[config.mk]
export PLATFORM = sky130hd
export DESIGN_NAME = rx_preamble_detector
export DESIGN_NICKNAME = d
export VERILOG_FILES = /design/src/hdl/preamble_pkg.sv /design/src/hdl/bit_fifo.sv /design/src/hdl/rx_preamble_detector.sv
export SDC_FILE = /design/constraint.sdc
export NUM_CORES = 1
export LEC_CHECK = 0
export ABC_AREA = 1
export BUFFER_PORTS_ARGS = -buffer_cell sky130_fd_sc_hd__buf_2
export CAP_MARGIN = 5
export CELL_PAD_IN_SITES_DETAIL_PLACEMENT = 0
export CELL_PAD_IN_SITES_GLOBAL_PLACEMENT = 1
export CORE_MARGIN = 2
export CORE_UTILIZATION = 51
export DETAILED_ROUTE_END_ITERATION = 16
export PLACE_DENSITY = 0.95
export SYNTH_ARGS = -nofsm -noshare
export SYNTH_HDL_FRONTEND = slang
export SYNTH_SLANG_ARGS = --single-unit
export TNS_END_PERCENT = 50
[constraint.sdc]
create_clock -name clk_in -period 6.9 [get_ports clk_in]
set_input_delay 0 -clock clk_in [delete_from_list [all_inputs] [get_ports clk_in]]
set_output_delay 0 -clock clk_in [all_outputs]
set_load 0.1 [all_outputs]
[src/hdl/preamble_pkg.sv]
// Purpose: Shared constants and carriers for the receive preamble detector.
// Assumes: One bit of demodulated data per bit strobe on the modem clock.
// Notes:   Detection thresholds are counted in received bits.
package preamble_pkg;

  localparam int          THRESH_W            = 7;
  localparam int          FIFO_W              = 8;
  localparam int          FIFO_DEPTH          = 8;
  localparam logic [6:0]  THRESH_DEFAULT      = 7'h14;
  localparam logic [6:0]  THRESH_DIVERSITY    = 7'h18;
  localparam logic [6:0]  LEGACY_MIN_BITS     = 7'h14;
  localparam logic [3:0]  ARRIVAL_BITS        = 4'h8;
  localparam logic [4:0]  ARRIVAL_AFC_BITS    = 5'h10;
  localparam logic [2:0]  BCR_LOCK_EDGES      = 3'h4;
  localparam logic [4:0]  NSTD_LEN_BITS       = 5'h10;
  localparam logic [7:0]  PATTERN_DEFAULT     = 8'haa;
  localparam logic [7:0]  SYNC_SEARCH_BITS    = 8'hff;

  typedef enum logic [1:0] {
    DET_STANDARD,
    DET_NONSTANDARD,
    DET_ARRIVAL
  } det_mode_type;

  typedef struct packed {
    det_mode_type  mode;
    logic [6:0]    thresh;
    logic          afc_en;
    logic          diversity_en;
    logic [7:0]    pattern;
    logic          jump_collision;
  } preamble_cfg_type;

  typedef struct packed {
    logic        valid;
    logic [7:0]  data;
  } byte_beat_type;

endpackage : preamble_pkg

[src/hdl/bit_fifo.sv]
// Purpose: Small synchronous FIFO carrying assembled received bytes.
// Assumes: Single clock; reader may stall to apply back-pressure.
// Notes:   Full and empty come from an occupancy count.
`timescale 1ns/1ps
module bit_fifo #(
  parameter int WIDTH = 8,
  parameter int DEPTH = 8
) (
  input  wire logic             clk_in,
  input  wire logic             rst_b_in,
  input  wire logic             in_valid_in,
  output logic                  in_ready_out,
  input  wire logic [WIDTH-1:0] in_data_in,
  output logic                  out_valid_out,
  input  wire logic             out_ready_in,
  output logic      [WIDTH-1:0] out_data_out
);
  localparam int AW = $clog2(DEPTH);

  logic [WIDTH-1:0] mem [DEPTH];
  logic [AW-1:0]    wr_ptr_r;
  logic [AW-1:0]    rd_ptr_r;
  logic [AW:0]      count_r;
  logic             push;
  logic             pop;

  assign in_ready_out  = (count_r != (AW+1)'(DEPTH));
  assign out_valid_out = (count_r != '0);
  assign out_data_out  = mem[rd_ptr_r];
  assign push          = in_valid_in && in_ready_out;
  assign pop           = out_valid_out && out_ready_in;

  always_ff @(posedge clk_in)
  begin
    if (push)
    begin
      mem[wr_ptr_r] <= in_data_in;
    end
  end

  always_ff @(posedge clk_in or negedge rst_b_in)
  begin
    if (!rst_b_in)
    begin
      wr_ptr_r <= '0;
      rd_ptr_r <= '0;
      count_r  <= '0;
    end
    else
    begin
      if (push)
      begin
        wr_ptr_r <= (wr_ptr_r == AW'(DEPTH-1)) ? '0 : wr_ptr_r + 1'b1;
      end
      if (pop)
      begin
        rd_ptr_r <= (rd_ptr_r == AW'(DEPTH-1)) ? '0 : rd_ptr_r + 1'b1;
      end
      if (push && !pop)
      begin
        count_r <= count_r + 1'b1;
      end
      else if (pop && !push)
      begin
        count_r <= count_r - 1'b1;
      end
    end
  end

endmodule : bit_fifo

[src/hdl/rx_preamble_detector.sv]
// Purpose: Qualifies a received preamble, then gates bytes toward sync search.
// Assumes: bit_strobe_in marks each recovered bit; pins pass a 2-FF sync.
// Notes:   Three detectors: standard count, repeating pattern, RSSI jump.
`timescale 1ns/1ps

// Contract
// - Arrival detector qualifies after one byte
// - With correction, arrival qualifies within two bytes
// - Legacy counting detector stays selectable
// - Arrival result drives hop and sense triggers
// - Arrival built on jump; flag collision reconfigure
// - Qualify preamble before receiving sync and payload
// - Alternating bit count reaching 7-bit threshold qualifies
// - Any detection proceeds to sync search
// - Twenty bit threshold, 24 with diversity
// - Threshold only standard; pattern settings nonstandard
// - Thresholds already include gain and clock settling
// - Standard type means alternating bits
// - Zero threshold needs three-byte sync match
// - Bit clock locks within four transitions
module rx_preamble_detector (
  input  wire logic                          clk_in,
  input  wire logic                          rst_b_in,
  input  wire logic                          rx_enter_in,
  input  wire logic                          bit_strobe_in,
  input  wire logic                          rx_bit_in,
  input  wire logic                          rssi_jump_in,
  input  wire preamble_pkg::preamble_cfg_type cfg_in,
  input  wire logic                          use_default_thresh_in,
  input  wire logic                          byte_ready_in,
  output logic                               byte_valid_out,
  output logic [7:0]                         byte_data_out,
  output logic                               preamble_det_out,
  output logic                               arrival_det_out,
  output logic                               hop_trigger_out,
  output logic                               sense_wake_out,
  output logic                               sync_search_out,
  output logic                               sync_3byte_req_out,
  output logic                               jump_reconfig_out,
  output logic                               bcr_locked_out,
  output logic                               cfg_error_out
);

  typedef enum logic [1:0] {
    ST_IDLE,
    ST_SEARCH,
    ST_SYNC
  } phase_type;

  typedef struct packed {
    logic [1:0]  bit_sync;
    logic [1:0]  stb_sync;
    logic [1:0]  jump_sync;
    phase_type   phase;
    logic        last_bit;
    logic [6:0]  alt_count;
    logic [4:0]  arr_count;
    logic        jump_seen;
    logic [7:0]  shift;
    logic [2:0]  bit_idx;
    logic [4:0]  pat_count;
    logic [2:0]  edge_count;
    logic        det;
    logic        arr_det;
    logic        hop;
    logic        sense;
    logic        jump_reconfig;
    logic        bcr_locked;
    logic        cfg_error;
    logic        sync_3byte;
    logic        sync_search;
    logic        byte_valid;
    logic [7:0]  byte_data;
  } state_type;

  state_type   st_r;
  state_type   st_nxt;
  logic        fifo_in_ready;
  logic        fifo_out_valid;
  logic [7:0]  fifo_out_data;
  logic [6:0]  thresh_eff;
  logic [4:0]  arr_target;
  logic        bit_now;
  logic        stb_now;
  logic        jump_now;
  logic        push_byte;
  logic        pop_byte;

  assign bit_now  = st_r.bit_sync[1];
  assign stb_now  = st_r.stb_sync[1];
  assign jump_now = st_r.jump_sync[1];

  // Default thresholds already carry gain and clock settling margin
  always_comb
  begin
    if (use_default_thresh_in)
    begin
      thresh_eff = cfg_in.diversity_en ? preamble_pkg::THRESH_DIVERSITY
                                       : preamble_pkg::THRESH_DEFAULT;
    end
    else
    begin
      thresh_eff = cfg_in.thresh;
    end
    arr_target = cfg_in.afc_en ? preamble_pkg::ARRIVAL_AFC_BITS
                               : {1'b0, preamble_pkg::ARRIVAL_BITS};
  end

  always_comb
  begin
    st_nxt            = st_r;
    push_byte         = 1'b0;
    st_nxt.bit_sync   = {st_r.bit_sync[0], rx_bit_in};
    st_nxt.stb_sync   = {st_r.stb_sync[0], bit_strobe_in};
    st_nxt.jump_sync  = {st_r.jump_sync[0], rssi_jump_in};
    st_nxt.hop        = 1'b0;
    st_nxt.sense      = 1'b0;
    // The shown byte is a copy of the FIFO head; a taken byte is hidden
    // for one cycle so the copy never offers the same byte twice
    pop_byte          = byte_ready_in && st_r.byte_valid;
    st_nxt.byte_valid = fifo_out_valid && !pop_byte;
    st_nxt.byte_data  = fifo_out_data;
    st_nxt.cfg_error  = (cfg_in.mode == preamble_pkg::DET_NONSTANDARD)
                        && cfg_in.afc_en;
    st_nxt.sync_3byte = (cfg_in.mode == preamble_pkg::DET_NONSTANDARD)
                        || (thresh_eff == 7'h00);
    if (rx_enter_in)
    begin
      // Judged on the live setting: the registered flag may still be stale
      st_nxt.phase         = st_nxt.cfg_error ? ST_IDLE
                                              : ST_SEARCH;
      st_nxt.det           = 1'b0;
      st_nxt.arr_det       = 1'b0;
      st_nxt.jump_reconfig = 1'b0;
      st_nxt.alt_count     = '0;
      st_nxt.arr_count     = '0;
      st_nxt.pat_count     = '0;
      st_nxt.jump_seen     = 1'b0;
      st_nxt.bit_idx       = '0;
      st_nxt.edge_count    = '0;
      st_nxt.bcr_locked    = 1'b0;
    end
    else if (stb_now && st_r.phase != ST_IDLE)
    begin
      st_nxt.last_bit = bit_now;
      st_nxt.shift    = {st_r.shift[6:0], bit_now};
      st_nxt.bit_idx  = st_r.bit_idx + 3'h1;
      if (bit_now != st_r.last_bit
          && st_r.edge_count != preamble_pkg::BCR_LOCK_EDGES)
      begin
        st_nxt.edge_count = st_r.edge_count + 3'h1;
      end
      st_nxt.bcr_locked = (st_nxt.edge_count
                           == preamble_pkg::BCR_LOCK_EDGES);
      if (st_r.phase == ST_SEARCH)
      begin
        // Legacy detector: consecutive alternating bits
        // The first bit of a run counts as one; a repeated bit starts a
        // new run of one, so a run of N alternating bits counts N
        if (st_r.alt_count == 7'h00 || bit_now != st_r.last_bit)
        begin
          if (st_r.alt_count != 7'h7f)
          begin
            st_nxt.alt_count = st_r.alt_count + 7'h1;
          end
        end
        else
        begin
          st_nxt.alt_count = 7'h01;
        end
        // Arrival detector counts bits after an RSSI jump
        if (jump_now)
        begin
          st_nxt.jump_seen = 1'b1;
        end
        // Saturates so a long standard search cannot wrap it
        if ((st_r.jump_seen || jump_now) && st_r.arr_count != 5'h1f)
        begin
          st_nxt.arr_count = st_r.arr_count + 5'h1;
        end
        // Non-standard: repeating pattern match, threshold unused
        if ({st_r.shift[6:0], bit_now} == cfg_in.pattern)
        begin
          if (st_r.pat_count != 5'h1f)
          begin
            st_nxt.pat_count = st_r.pat_count + 5'h1;
          end
        end
        unique case (cfg_in.mode)
          preamble_pkg::DET_STANDARD:
          begin
            st_nxt.det = st_nxt.alt_count >= thresh_eff
                         && st_nxt.alt_count != 7'h00;
          end
          preamble_pkg::DET_NONSTANDARD:
          begin
            st_nxt.det = st_nxt.pat_count != 5'h00;
          end
          preamble_pkg::DET_ARRIVAL:
          begin
            st_nxt.det = st_nxt.arr_count >= arr_target;
          end
          default:
          begin
            st_nxt.det = 1'b0;
          end
        endcase
        if (st_nxt.det)
        begin
          // Noise can qualify too; we still commit to the sync search
          st_nxt.phase   = ST_SYNC;
          st_nxt.bit_idx = '0;
          if (cfg_in.mode == preamble_pkg::DET_ARRIVAL)
          begin
            st_nxt.arr_det       = 1'b1;
            st_nxt.hop           = 1'b1;
            st_nxt.sense         = 1'b1;
            st_nxt.jump_reconfig = cfg_in.jump_collision;
          end
        end
      end
      else if (st_r.bit_idx == 3'h7)
      begin
        // Bytes only flow once qualified; a full FIFO drops the byte
        push_byte = 1'b1;
      end
    end
    // Registered so the port comes from a flop; FIFO room lags one cycle
    st_nxt.sync_search = (st_nxt.phase == ST_SYNC)
                         && fifo_in_ready;
  end

  always_ff @(posedge clk_in or negedge rst_b_in)
  begin
    if (!rst_b_in)
    begin
      st_r       <= '0;
      st_r.phase <= ST_IDLE;
    end
    else
    begin
      st_r <= st_nxt;
    end
  end

  bit_fifo #(
    .WIDTH (preamble_pkg::FIFO_W),
    .DEPTH (preamble_pkg::FIFO_DEPTH)
  ) u_fifo (
    .clk_in        (clk_in),
    .rst_b_in      (rst_b_in),
    .in_valid_in   (push_byte),
    .in_ready_out  (fifo_in_ready),
    .in_data_in    ({st_r.shift[6:0], bit_now}),
    .out_valid_out (fifo_out_valid),
    .out_ready_in  (pop_byte),
    .out_data_out  (fifo_out_data)
  );

  assign byte_valid_out     = st_r.byte_valid;
  assign byte_data_out      = st_r.byte_data;
  assign preamble_det_out   = st_r.det;
  assign arrival_det_out    = st_r.arr_det;
  assign hop_trigger_out    = st_r.hop;
  assign sense_wake_out     = st_r.sense;
  assign sync_search_out    = st_r.sync_search;
  assign sync_3byte_req_out = st_r.sync_3byte;
  assign jump_reconfig_out  = st_r.jump_reconfig;
  assign bcr_locked_out     = st_r.bcr_locked;
  assign cfg_error_out      = st_r.cfg_error;

endmodule : rx_preamble_detector

==> flow_metrics.env, run 1 <==
export IMPL_status="completed"
export IMPL_finalWirelength_um=13300
export IMPL_grt_max_degree=47
export IMPL_crit_chain="o21ai_0 > nor2_1 > nand4_1 > inv_1 > nand2_1 > nor3_1"
export IMPL_post_route_min_period_ns=3.23
export IMPL_dr_first_iter_drc_count=434
export IMPL_regToRegStartpoint="st_r[52]$_DFF_PN0_"
export IMPL_met2_usage=0.380
export IMPL_drv_cap=0
export IMPL_grt_overflow=0
export IMPL_finClkSkew_ns=0.00797
export IMPL_cts_root_buf="clkbuf_16"
export IMPL_ctsResizeCount=0
export IMPL_final_antenna_net_count=0
export IMPL_hold_path_class="in -> async"
export IMPL_critical_path_top_delay_family="simple AND/OR/NAND/NOR gates"
export IMPL_clockBufferDepth=2
export IMPL_insertedDiodeCount=0
export IMPL_start_util=0.528
export IMPL_clock_sinks=130
export IMPL_io_pins=46
export IMPL_synth_seq_cells=130
export IMPL_path_max_fanout=15
export IMPL_hold_viol=0
export IMPL_avgSynthCellArea_um2=9.81
export IMPL_coreArea_um2=11600
export IMPL_grtUsageMet3=0.0531
export IMPL_fmax_ghz=0.310
export IMPL_cts_max_level=4
export IMPL_slowest_delay_ns=0.88
export IMPL_netlist_area_um2=6100
export IMPL_setup_viol=0
export IMPL_clk_latency_ns=0.42
export IMPL_vias_per_cell=5.41
export IMPL_p_leak_nw=3.19
export IMPL_startpoint_type="flop"
export IMPL_top_usage_layer="met2"
export IMPL_syn_instance_count=622
export IMPL_end_kind="flop"
export IMPL_final_area_um2=7190
export IMPL_gr_usage_met1=0.286
export IMPL_path_buf_inv=1
export IMPL_yosysSeqAreaShare=0.586
export IMPL_via_count=4531
export IMPL_fin_crit_sh=0.468
export IMPL_clk_pin_slew_ns=0.06
export IMPL_antenna_found_initial=0
export IMPL_grt_pass1_vias=4505
export IMPL_cp_slowest_cell="nor3_1"
export IMPL_final_common_cell="nand2_1"
export IMPL_routabilityCongestion=0.855
export IMPL_dpl_hpwl_um=8800
export IMPL_worst_pin_slew_ns=1.13
export IMPL_dr_pass1_iters=6
export IMPL_fin_tns_setup_ns=0
export IMPL_yosysWarnings=0
export IMPL_finalNetCount=735
export IMPL_tritoncts="yes"
export IMPL_r2r_slack_ns=3.67
export IMPL_worstSetupPathType="reg -> reg"
export IMPL_yosysUniqueCellTypes=36
export IMPL_reg2reg_to="u_fifo.mem[6][0]$_DFFE_PP_"
export IMPL_r2r_worst_path_cells=6
export IMPL_dieArea_um2=12900
export IMPL_final_cell_mix="nand2_1 (103), nor2_1 (92), dfrtp_1 (66)"
export IMPL_areaGrowthSynthToFinish_pct=17.9
export IMPL_die_w_um=113
export IMPL_rsz0062_at_grt="false"
export IMPL_fp_dieH_um=113
export IMPL_syn_nets=676
export IMPL_timing_slew_headroom=0.240
export IMPL_worst_ep_required_time_ns=6.93
export IMPL_maxSlewViolCount=0
export IMPL_grt_first_pass_wirelength_um=22100
export IMPL_grt_use_total=0.222
export IMPL_drt_wirelength_per_cell_um=15.9
export IMPL_cts_buffers=17
export IMPL_placed_cell_area_um2=6400
export IMPL_drive_above_1_share=0.135
export IMPL_fin_util=0.622
export IMPL_ir_drop_uv=184
export IMPL_worstPathArrival_ns=3.26
export IMPL_drc=0
export IMPL_io_buffers=45
export IMPL_rows=39
export IMPL_p_per_area_nw_per_um2=366
[how the worst max path moves through the flow]
stage / startpoint / endpoint / slack (ns) / cells after the start
3_5_place_dp: st_r[52]$_DFF_PN0_ / u_fifo.mem[7][3]$_DFFE_PP_ / 3.67 / 6
4_1_cts: st_r[52]$_DFF_PN0_ / u_fifo.mem[7][4]$_DFFE_PP_ / 3.57 / 6
2_1_floorplan: byte_valid_out$_DFF_PN0_ / u_fifo.count_r[3]$_DFFE_PN0P_ / 4.19 / 12
5_1_grt: st_r[52]$_DFF_PN0_ / u_fifo.count_r[3]$_DFFE_PN0P_ / 3.39 / 13
3_3_place_gp: st_r[52]$_DFF_PN0_ / u_fifo.mem[7][3]$_DFFE_PP_ / 3.94 / 6
6_report: st_r[52]$_DFF_PN0_ / u_fifo.mem[6][0]$_DFFE_PP_ / 3.67 / 6
[cell usage after synthesis (all sizes together)]
| master | n | share of area |
|---|---|---|
| o21ai | 67 | 0.057 |
| nor4 | 1 | 0.0010 |
| or2 | 1 | 0.0010 |
| nor3 | 5 | 0.0041 |
| mux2i | 1 | 0.0016 |
| dfrtp | 66 | 0.27 |
| a31oi | 9 | 0.0092 |
| o21a | 1 | 0.0012 |
| nand2 | 106 | 0.066 |
| a21o | 1 | 0.0012 |
| nor2 | 95 | 0.060 |
| nand4 | 4 | 0.0041 |
| fa | 1 | 0.0033 |
| a32oi | 1 | 0.0014 |
| a21boi | 1 | 0.0012 |
| o22ai | 21 | 0.022 |
| ha | 25 | 0.051 |
| clkinv | 2 | 0.0014 |
| a21oi | 7 | 0.0057 |
| mux2 | 1 | 0.0018 |
| o21bai | 1 | 0.0018 |
| o2111ai | 2 | 0.0029 |
| xnor2 | 9 | 0.013 |
| clkbuf | 14 | 0.0086 |
| xor2 | 7 | 0.010 |
| nand3 | 35 | 0.031 |
| inv | 65 | 0.040 |
| edfxtp | 64 | 0.32 |
| buf | 9 | 0.011 |
[flip-flops by register name (all words and copies together), names as in the netlist, 3 cells and up]
register,count
u_fifo.count_r,4
byte_data_out,8
st_nxt,3
u_fifo.rd_ptr_r,3
st_r,34
u_fifo.wr_ptr_r,3
u_fifo.mem,64
[what timing repair did]
| item | CTS | global route |
|---|---|---|
| buffers inserted | 0 | 0 |
| setup endpoints to repair | 0 | 0 |
| hold buffers | 15 | 0 |
| endpoints found under the hold margin | 31 | 0 |
[logic make-up (layout without fill, tap and decap cells)]
group                      Yosys count  in the layout  synth area share
muxes                                2              2           0.00349
adders and majority gates           26             26            0.0546
DFF                                130            130             0.586
buffers and inverters               90            162            0.0611
AOI/OAI and AO/OA                  111            111             0.104
and+or+nand+nor                    247            247             0.168
xor gates and xnor gates            16             16            0.0230
[report_power, final]
part / switching, W / internal [W] / total, W
logic: 0.000508 / 0.000181 / 0.000689
clock network: 0.000345 / 0.000610 / 0.000954
registers: 0.0000829 / 0.000909 / 0.000991
[metrics by stage]
step / setup WS [ns] / hold slack, ns / total power [W] / cells
after detailed placement: 3.67 / 0.0173 / 0.00168 / 789
after global placement: 3.94 / 0.0100 / 0.00166 / 789
after CTS: 3.57 / 0.0815 / 0.00265 / 836
after floorplan: 4.19 / -0.296 / 0.00155 / 622
after global routing: 3.39 / 0.142 / 0.00277 / 837
final: 3.67 / 0.0972 / 0.00263 / 837
[layer usage]
metal,part of all wire,wire [µm]
met1,0.44,5810
met2,0.50,6710
met3,0.050,663
met4,0.0092,123
met5,0,0
[final cells by class]
type / count / area (µm²)
tap: 143 / 179
inverter: 67 / 253
fill: 936 / 4370
timing repair buffer: 63 / 398
clock buffer: 18 / 429
multi-input combinational: 402 / 2150
sequential: 130 / 3570
clock inverter: 14 / 204
(Power assumes the default switching activity.)
==> inputs of run 2 (changes only) <==
Settings changed: CORE_UTILIZATION 51 to 42, PLACE_DENSITY 0.95 to 0.85.
Clock period 6.9 ns to 2.75 ns, I/O delays scaled along.
==> run 2 against run 1 <==
Design area increased by 2.2%. Non-clock buffer count increased by 15. Sequential power increased by 150%. Critical path depth increased by 12. Global-route usage decreased by 5.4 points. Largest cell class unchanged.
==> flow_metrics.env, run 2 (synthesis gave the netlist of run 1 again) <==
export IMPL_worst_pin_slew_ns=0.868
export IMPL_final_cell_mix="nand2_1 (99), nor2_1 (92), dfrtp_1 (65)"
export IMPL_p_leak_nw=3.24
export IMPL_clockBufferDepth=2
export IMPL_dpl_hpwl_um=8510
export IMPL_clock_sinks=130
export IMPL_clk_latency_ns=0.41
export IMPL_antenna_found_initial=1
export IMPL_cts_buffers=17
export IMPL_start_util=0.425
export IMPL_cts_max_level=4
export IMPL_timing_slew_headroom=0.419
export IMPL_grt_max_degree=35
export IMPL_worst_ep_required_time_ns=3.09
export IMPL_fin_crit_sh=0.949
export IMPL_hold_viol=0
export IMPL_fin_cells=894
export IMPL_dieArea_um2=15500
export IMPL_final_area_um2=7350
export IMPL_cts_root_buf="clkbuf_16"
export IMPL_io_pins=46
export IMPL_coreArea_um2=14400
export IMPL_vias_per_cell=5.00
export IMPL_final_antenna_net_count=0
export IMPL_areaGrowthSynthToFinish_pct=20.4
export IMPL_drc=0
export IMPL_dp_slack_ns=0.0558
export IMPL_dr_pass1_iters=5
export IMPL_via_count=4474
export IMPL_worstSetupPathType="reg -> reg"
export IMPL_numPlacedInstances=844
export IMPL_end_kind="flop"
export IMPL_io_buffers=45
export IMPL_setup_ws_ns=0.139
export IMPL_min_from="cfg_in[4]"
export IMPL_routabilityCongestion=0.816
export IMPL_worstSetupStartpoint="st_r[39]$_DFFE_PN0P_"
export IMPL_dr_first_iter_drc_count=293
export IMPL_p_per_area_nw_per_um2=863
export IMPL_grt_use_total=0.168
export IMPL_largest_register_ffs=64
export IMPL_grt_pass1_vias=4431
export IMPL_rows=44
export IMPL_drv_cap=0
export IMPL_fmax_ghz=0.383
export IMPL_finalWirelength_um=12400
export IMPL_drt_wirelength_per_cell_um=13.9
export IMPL_post_route_min_period_ns=2.61
export IMPL_die_w_um=125
export IMPL_status="completed"
export IMPL_startpoint_type="flop"
export IMPL_drive_above_1_share=0.168
export IMPL_tritoncts="yes"
export IMPL_setup_viol=0
export IMPL_regMostFlops="u_fifo.mem"
export IMPL_ir_drop_uv=563
export IMPL_hold_path_class="in -> reg"
export IMPL_path_max_fanout=5
export IMPL_grt_overflow=0
export IMPL_worstPathArrival_ns=2.95
export IMPL_final_common_cell="nand2_1"
export IMPL_placed_cell_area_um2=6560
export IMPL_fp_dieH_um=125
export IMPL_finalNetCount=750
export IMPL_whs_ns=0.122
export IMPL_finClkSkew_ns=0.00686
export IMPL_clk_pin_slew_ns=0.06
export IMPL_regToRegStartpoint="st_r[39]$_DFFE_PN0P_"
export IMPL_grt_first_pass_wirelength_um=20700
export IMPL_maxSlewViolCount=0
export IMPL_fill_cells=1285
-- run 2: changes by cell type in the layout (fill, tap and decap cells not counted), sizes merged --
| cell | change |
|---|---|
| buf | +16 |
| bufinv | -2 |
| clkbuf | -1 |
| clkinv | +4 |
| diode | +1 |
| dlygate4sd3 | -1 |
| inv | -1 |
-- run 2: layout make-up --
type,instances,area (µm²),share of cell area
Multi-Input combinational cell,402,2210,0.301
Tap cell,184,230,0.0313
Antenna cell,1,2.50,0.000341
Clock inverter,15,141,0.0192
Inverter,67,253,0.0344
Sequential cell,130,3570,0.487
Timing Repair Buffer,78,508,0.0692
Clock buffer,17,425,0.0579
-- run 2: report_power, final --
group          leakage, nW  switching, W  internal (W)
logic                 1.54       0.00129      0.000483
clock network        0.276      0.000814       0.00132
registers             1.42      0.000155       0.00228
total                 3.24       0.00225       0.00409
-- run 2: metrics by stage --
step / utilization / power, W / TNS (ns)
2_1_floorplan: - / 0.00390 / 0
3_3_place_gp: 0.456 / 0.00419 / 0
3_5_place_dp: 0.456 / 0.00423 / 0
4_1_cts: 0.505 / 0.00640 / 0
5_1_grt: 0.511 / 0.00668 / -0.0433
6_report: 0.511 / 0.00634 / 0
-- run 2: final timing paths --
path | to | slack [ns] | depth (start not counted)
min in group asynchronous | byte_data_out[6]$_DFF_PN0_ | 0.22 | 2
max in group asynchronous | st_r[43]$_DFFE_PN0P_ | 1.74 | 3
hold reg to reg | st_r[56]$_DFF_PN0_ | 0.35 | 0
setup reg to reg | sync_search_out$_DFF_PN0_ | 0.14 | 18
hold / removal | st_r[25]$_DFFE_PN0P_ | 0.12 | 6
setup / recovery | sync_search_out$_DFF_PN0_ | 0.14 | 18
-- run 2: what timing repair did --
item	in CTS	in global routing
endpoints found under the setup margin	0	9
resized for setup	0	16
hold endpoints to repair	42	0
hold buffers	14	0
setup buffers	0	3
-- run 2: layer usage --
metal	wire, µm	up-vias	track usage
met2	6340	87	0.292
met3	494	10	0.0473
met1	5480	2128	0.197
li1	-	2249	-
met4	119	0	0.0635
met5	0	-	0
-- run 2: worst max-delay path, cell delays in order, from the launching register on --
cell and delay (ns):
dfrtp_1 0.38, ha_2 0.19, inv_2 0.05, nor3_1 0.04, ha_1 0.17, o21bai_4 0.18, nor4_2 0.28, xor2_1 0.14
ha_1 0.29, inv_1 0.03, nor2_1 0.07, nand4_1 0.09, nand2_1 0.10, nand3_2 0.11, nand3_4 0.10, nand2_2 0.06
nand2_2 0.06, nand3_1 0.06, nor2_1 0.12
==> inputs of run 3 (changes only) <==
Clock period 2.75 ns to 2.4 ns, I/O delays scaled along.
==> run 3 against run 2 <==
The run now ends with negative setup slack left. Wire length up 4.3%. Non-clock buffer count up 20. Clock power up 13%. Cell count grew 2.2%. Sequential power grew 14%. Register-to-register slack worse by 0.20 ns. Sequential cell count did not move. Combinational power up 20%. Clock-buffer cell count up 1. Critical path depth stayed put. Fmax grew 6.0%. Largest cell class unchanged.
==> flow_metrics.env, run 3 (synthesis gave the netlist of run 1 again) <==
export IMPL_io_buffers=45
export IMPL_fp_dieH_um=125
export IMPL_fin_util=0.526
export IMPL_final_antenna_net_count=0
export IMPL_setup_viol=5
export IMPL_min_to="st_r[25]$_DFFE_PN0P_"
export IMPL_coreArea_um2=14400
export IMPL_via_count=4575
export IMPL_dpl_hpwl_um=8660
export IMPL_dr_pass1_iters=4
export IMPL_startpoint_type="flop"
export IMPL_final_area_um2=7560
export IMPL_clk_latency_ns=0.43
export IMPL_setup_ws_ns=-0.0624
export IMPL_fmax_ghz=0.406
export IMPL_worst_pin_slew_ns=0.750
export IMPL_clk_pin_slew_ns=0.06
export IMPL_p_per_area_nw_per_um2=968
export IMPL_hold_viol=0
export IMPL_dr_first_iter_drc_count=360
export IMPL_worstPathArrival_ns=2.82
export IMPL_min_from="cfg_in[7]"
export IMPL_grt_max_degree=67
export IMPL_cts_root_buf="clkbuf_16"
export IMPL_status="complete, but fails checks"
export IMPL_areaGrowthSynthToFinish_pct=24.0
export IMPL_grt_pass1_vias=4560
export IMPL_dp_slack_ns=-0.162
export IMPL_post_route_min_period_ns=2.46
export IMPL_rows=44
export IMPL_grt_overflow=0
export IMPL_final_common_cell="nand2_1"
export IMPL_ir_drop_uv=586
export IMPL_path_max_fanout=4
export IMPL_maxSlewViolCount=0
export IMPL_grt_use_total=0.174
export IMPL_finalNetCount=770
export IMPL_finClkSkew_ns=0.0144
export IMPL_violations="negative setup slack"
export IMPL_antenna_found_initial=1
export IMPL_regMostFlops="u_fifo.mem"
export IMPL_hold_path_class="in -> reg"
export IMPL_cts_buffers=17
export IMPL_r2r_slack_ns=-0.06
export IMPL_reg2reg_to="sync_search_out$_DFF_PN0_"
export IMPL_final_cell_mix="nand2_1 (101), nor2_1 (90), inv_1 (64), dfrtp_1 (64), edfxtp_1 (64)"
export IMPL_worst_ep_required_time_ns=2.76
export IMPL_dieArea_um2=15500
export IMPL_drive_above_1_share=0.198
export IMPL_io_pins=46
export IMPL_clockBufferDepth=2
export IMPL_routabilityCongestion=0.821
export IMPL_min_path_cells=6
export IMPL_clock_sinks=130
export IMPL_r2r_worst_path_cells=18
export IMPL_placed_cell_area_um2=6700
export IMPL_tritoncts="yes"
export IMPL_grt_first_pass_wirelength_um=21500
export IMPL_largest_register_ffs=64
export IMPL_drc=0
export IMPL_regToRegStartpoint="st_r[38]$_DFFE_PN0P_"
export IMPL_finalWirelength_um=13000
export IMPL_vias_per_cell=5.01
export IMPL_rsz0062_at_grt="true"
export IMPL_timing_slew_headroom=0.498
export IMPL_fin_crit_sh=1.03
export IMPL_drv_cap=0
export IMPL_end_kind="flop"
export IMPL_worstSetupPathType="reg -> reg"
export IMPL_p_leak_nw=3.36
export IMPL_start_util=0.425
export IMPL_cts_max_level=4
export IMPL_die_w_um=125
export IMPL_drt_wirelength_per_cell_um=14.2
-- run 3: metrics by stage --
| stage | setup TNS, ns | instances | hold slack, ns | total power, W |
|---|---|---|---|---|
| 2_1_floorplan | -0.0351 | 622 | -0.296 | 0.00447 |
| 3_3_place_gp | -0.416 | 861 | 0.0444 | 0.00487 |
| 3_5_place_dp | -0.899 | 861 | 0.0458 | 0.00491 |
| 4_1_cts | -0.259 | 910 | 0.0917 | 0.00737 |
| 5_1_grt | -1.79 | 913 | 0.142 | 0.00770 |
| 6_report | -0.191 | 914 | 0.102 | 0.00732 |
-- run 3: worst max-delay path by stage --
stage                                  start                             to  slack, ns  cells past startpoint
floorplan           byte_valid_out$_DFF_PN0_  u_fifo.count_r[3]$_DFFE_PN0P_      -0.04                     12
global placement        st_r[38]$_DFFE_PN0P_      sync_search_out$_DFF_PN0_      -0.09                     18
detailed placement      st_r[38]$_DFFE_PN0P_      sync_search_out$_DFF_PN0_      -0.16                     18
CTS                     st_r[39]$_DFFE_PN0P_      sync_search_out$_DFF_PN0_      -0.09                     18
global route            st_r[39]$_DFFE_PN0P_      sync_search_out$_DFF_PN0_      -0.26                     18
finish                  st_r[38]$_DFFE_PN0P_      sync_search_out$_DFF_PN0_      -0.06                     18
-- run 3: layout make-up --
cell class	instances	area (µm²)
fillers	1233	6810
flip-flops and latches	130	3580
multi-input cells	402	2260
repair buffers	98	677
clock buffers	18	429
inverters	67	253
well taps	184	230
clock inverters	14	133
diodes	1	2.50
-- run 3: where the power goes --
part | switching [W] | total, W | internal [W]
registers | 0.000163 | 0.00278 | 0.00261
logic | 0.00151 | 0.00212 | 0.000607
clock network | 0.000991 | 0.00242 | 0.00143
total | 0.00266 | 0.00732 | 0.00465
-- run 3: metal layers --
layer | vias up | part of all wire | track usage
met2 | 81 | 0.51 | 0.300
met3 | 10 | 0.034 | 0.0391
li1 | 2281 | - | -
met4 | 0 | 0.010 | 0.0694
met1 | 2203 | 0.45 | 0.211
met5 | - | 0 | 0
-- run 3: what timing repair did --
action,CTS,global route
hold endpoints to repair,77,0
pin swaps,2,7
endpoints found under the setup margin,11,12
gates cloned,0,0
hold buffers,15,0
setup buffers,2,3
resized for setup,11,16
-- run 3: critical path, cell delays in order, from the launching register on --
cell and delay [ns]:
dfrtp_1 0.38, ha_2 0.19, inv_2 0.06, nor3_2 0.04, ha_1 0.16, o21bai_4 0.19
nor4_4 0.14, xor2_1 0.12, ha_1 0.28, inv_1 0.03, nor2_1 0.09, nand4_1 0.11
nand2_2 0.10, nand3_4 0.09, nand3_4 0.10, nand3_2 0.08, nand2_2 0.09, inv_1 0.04
nor2_1 0.09
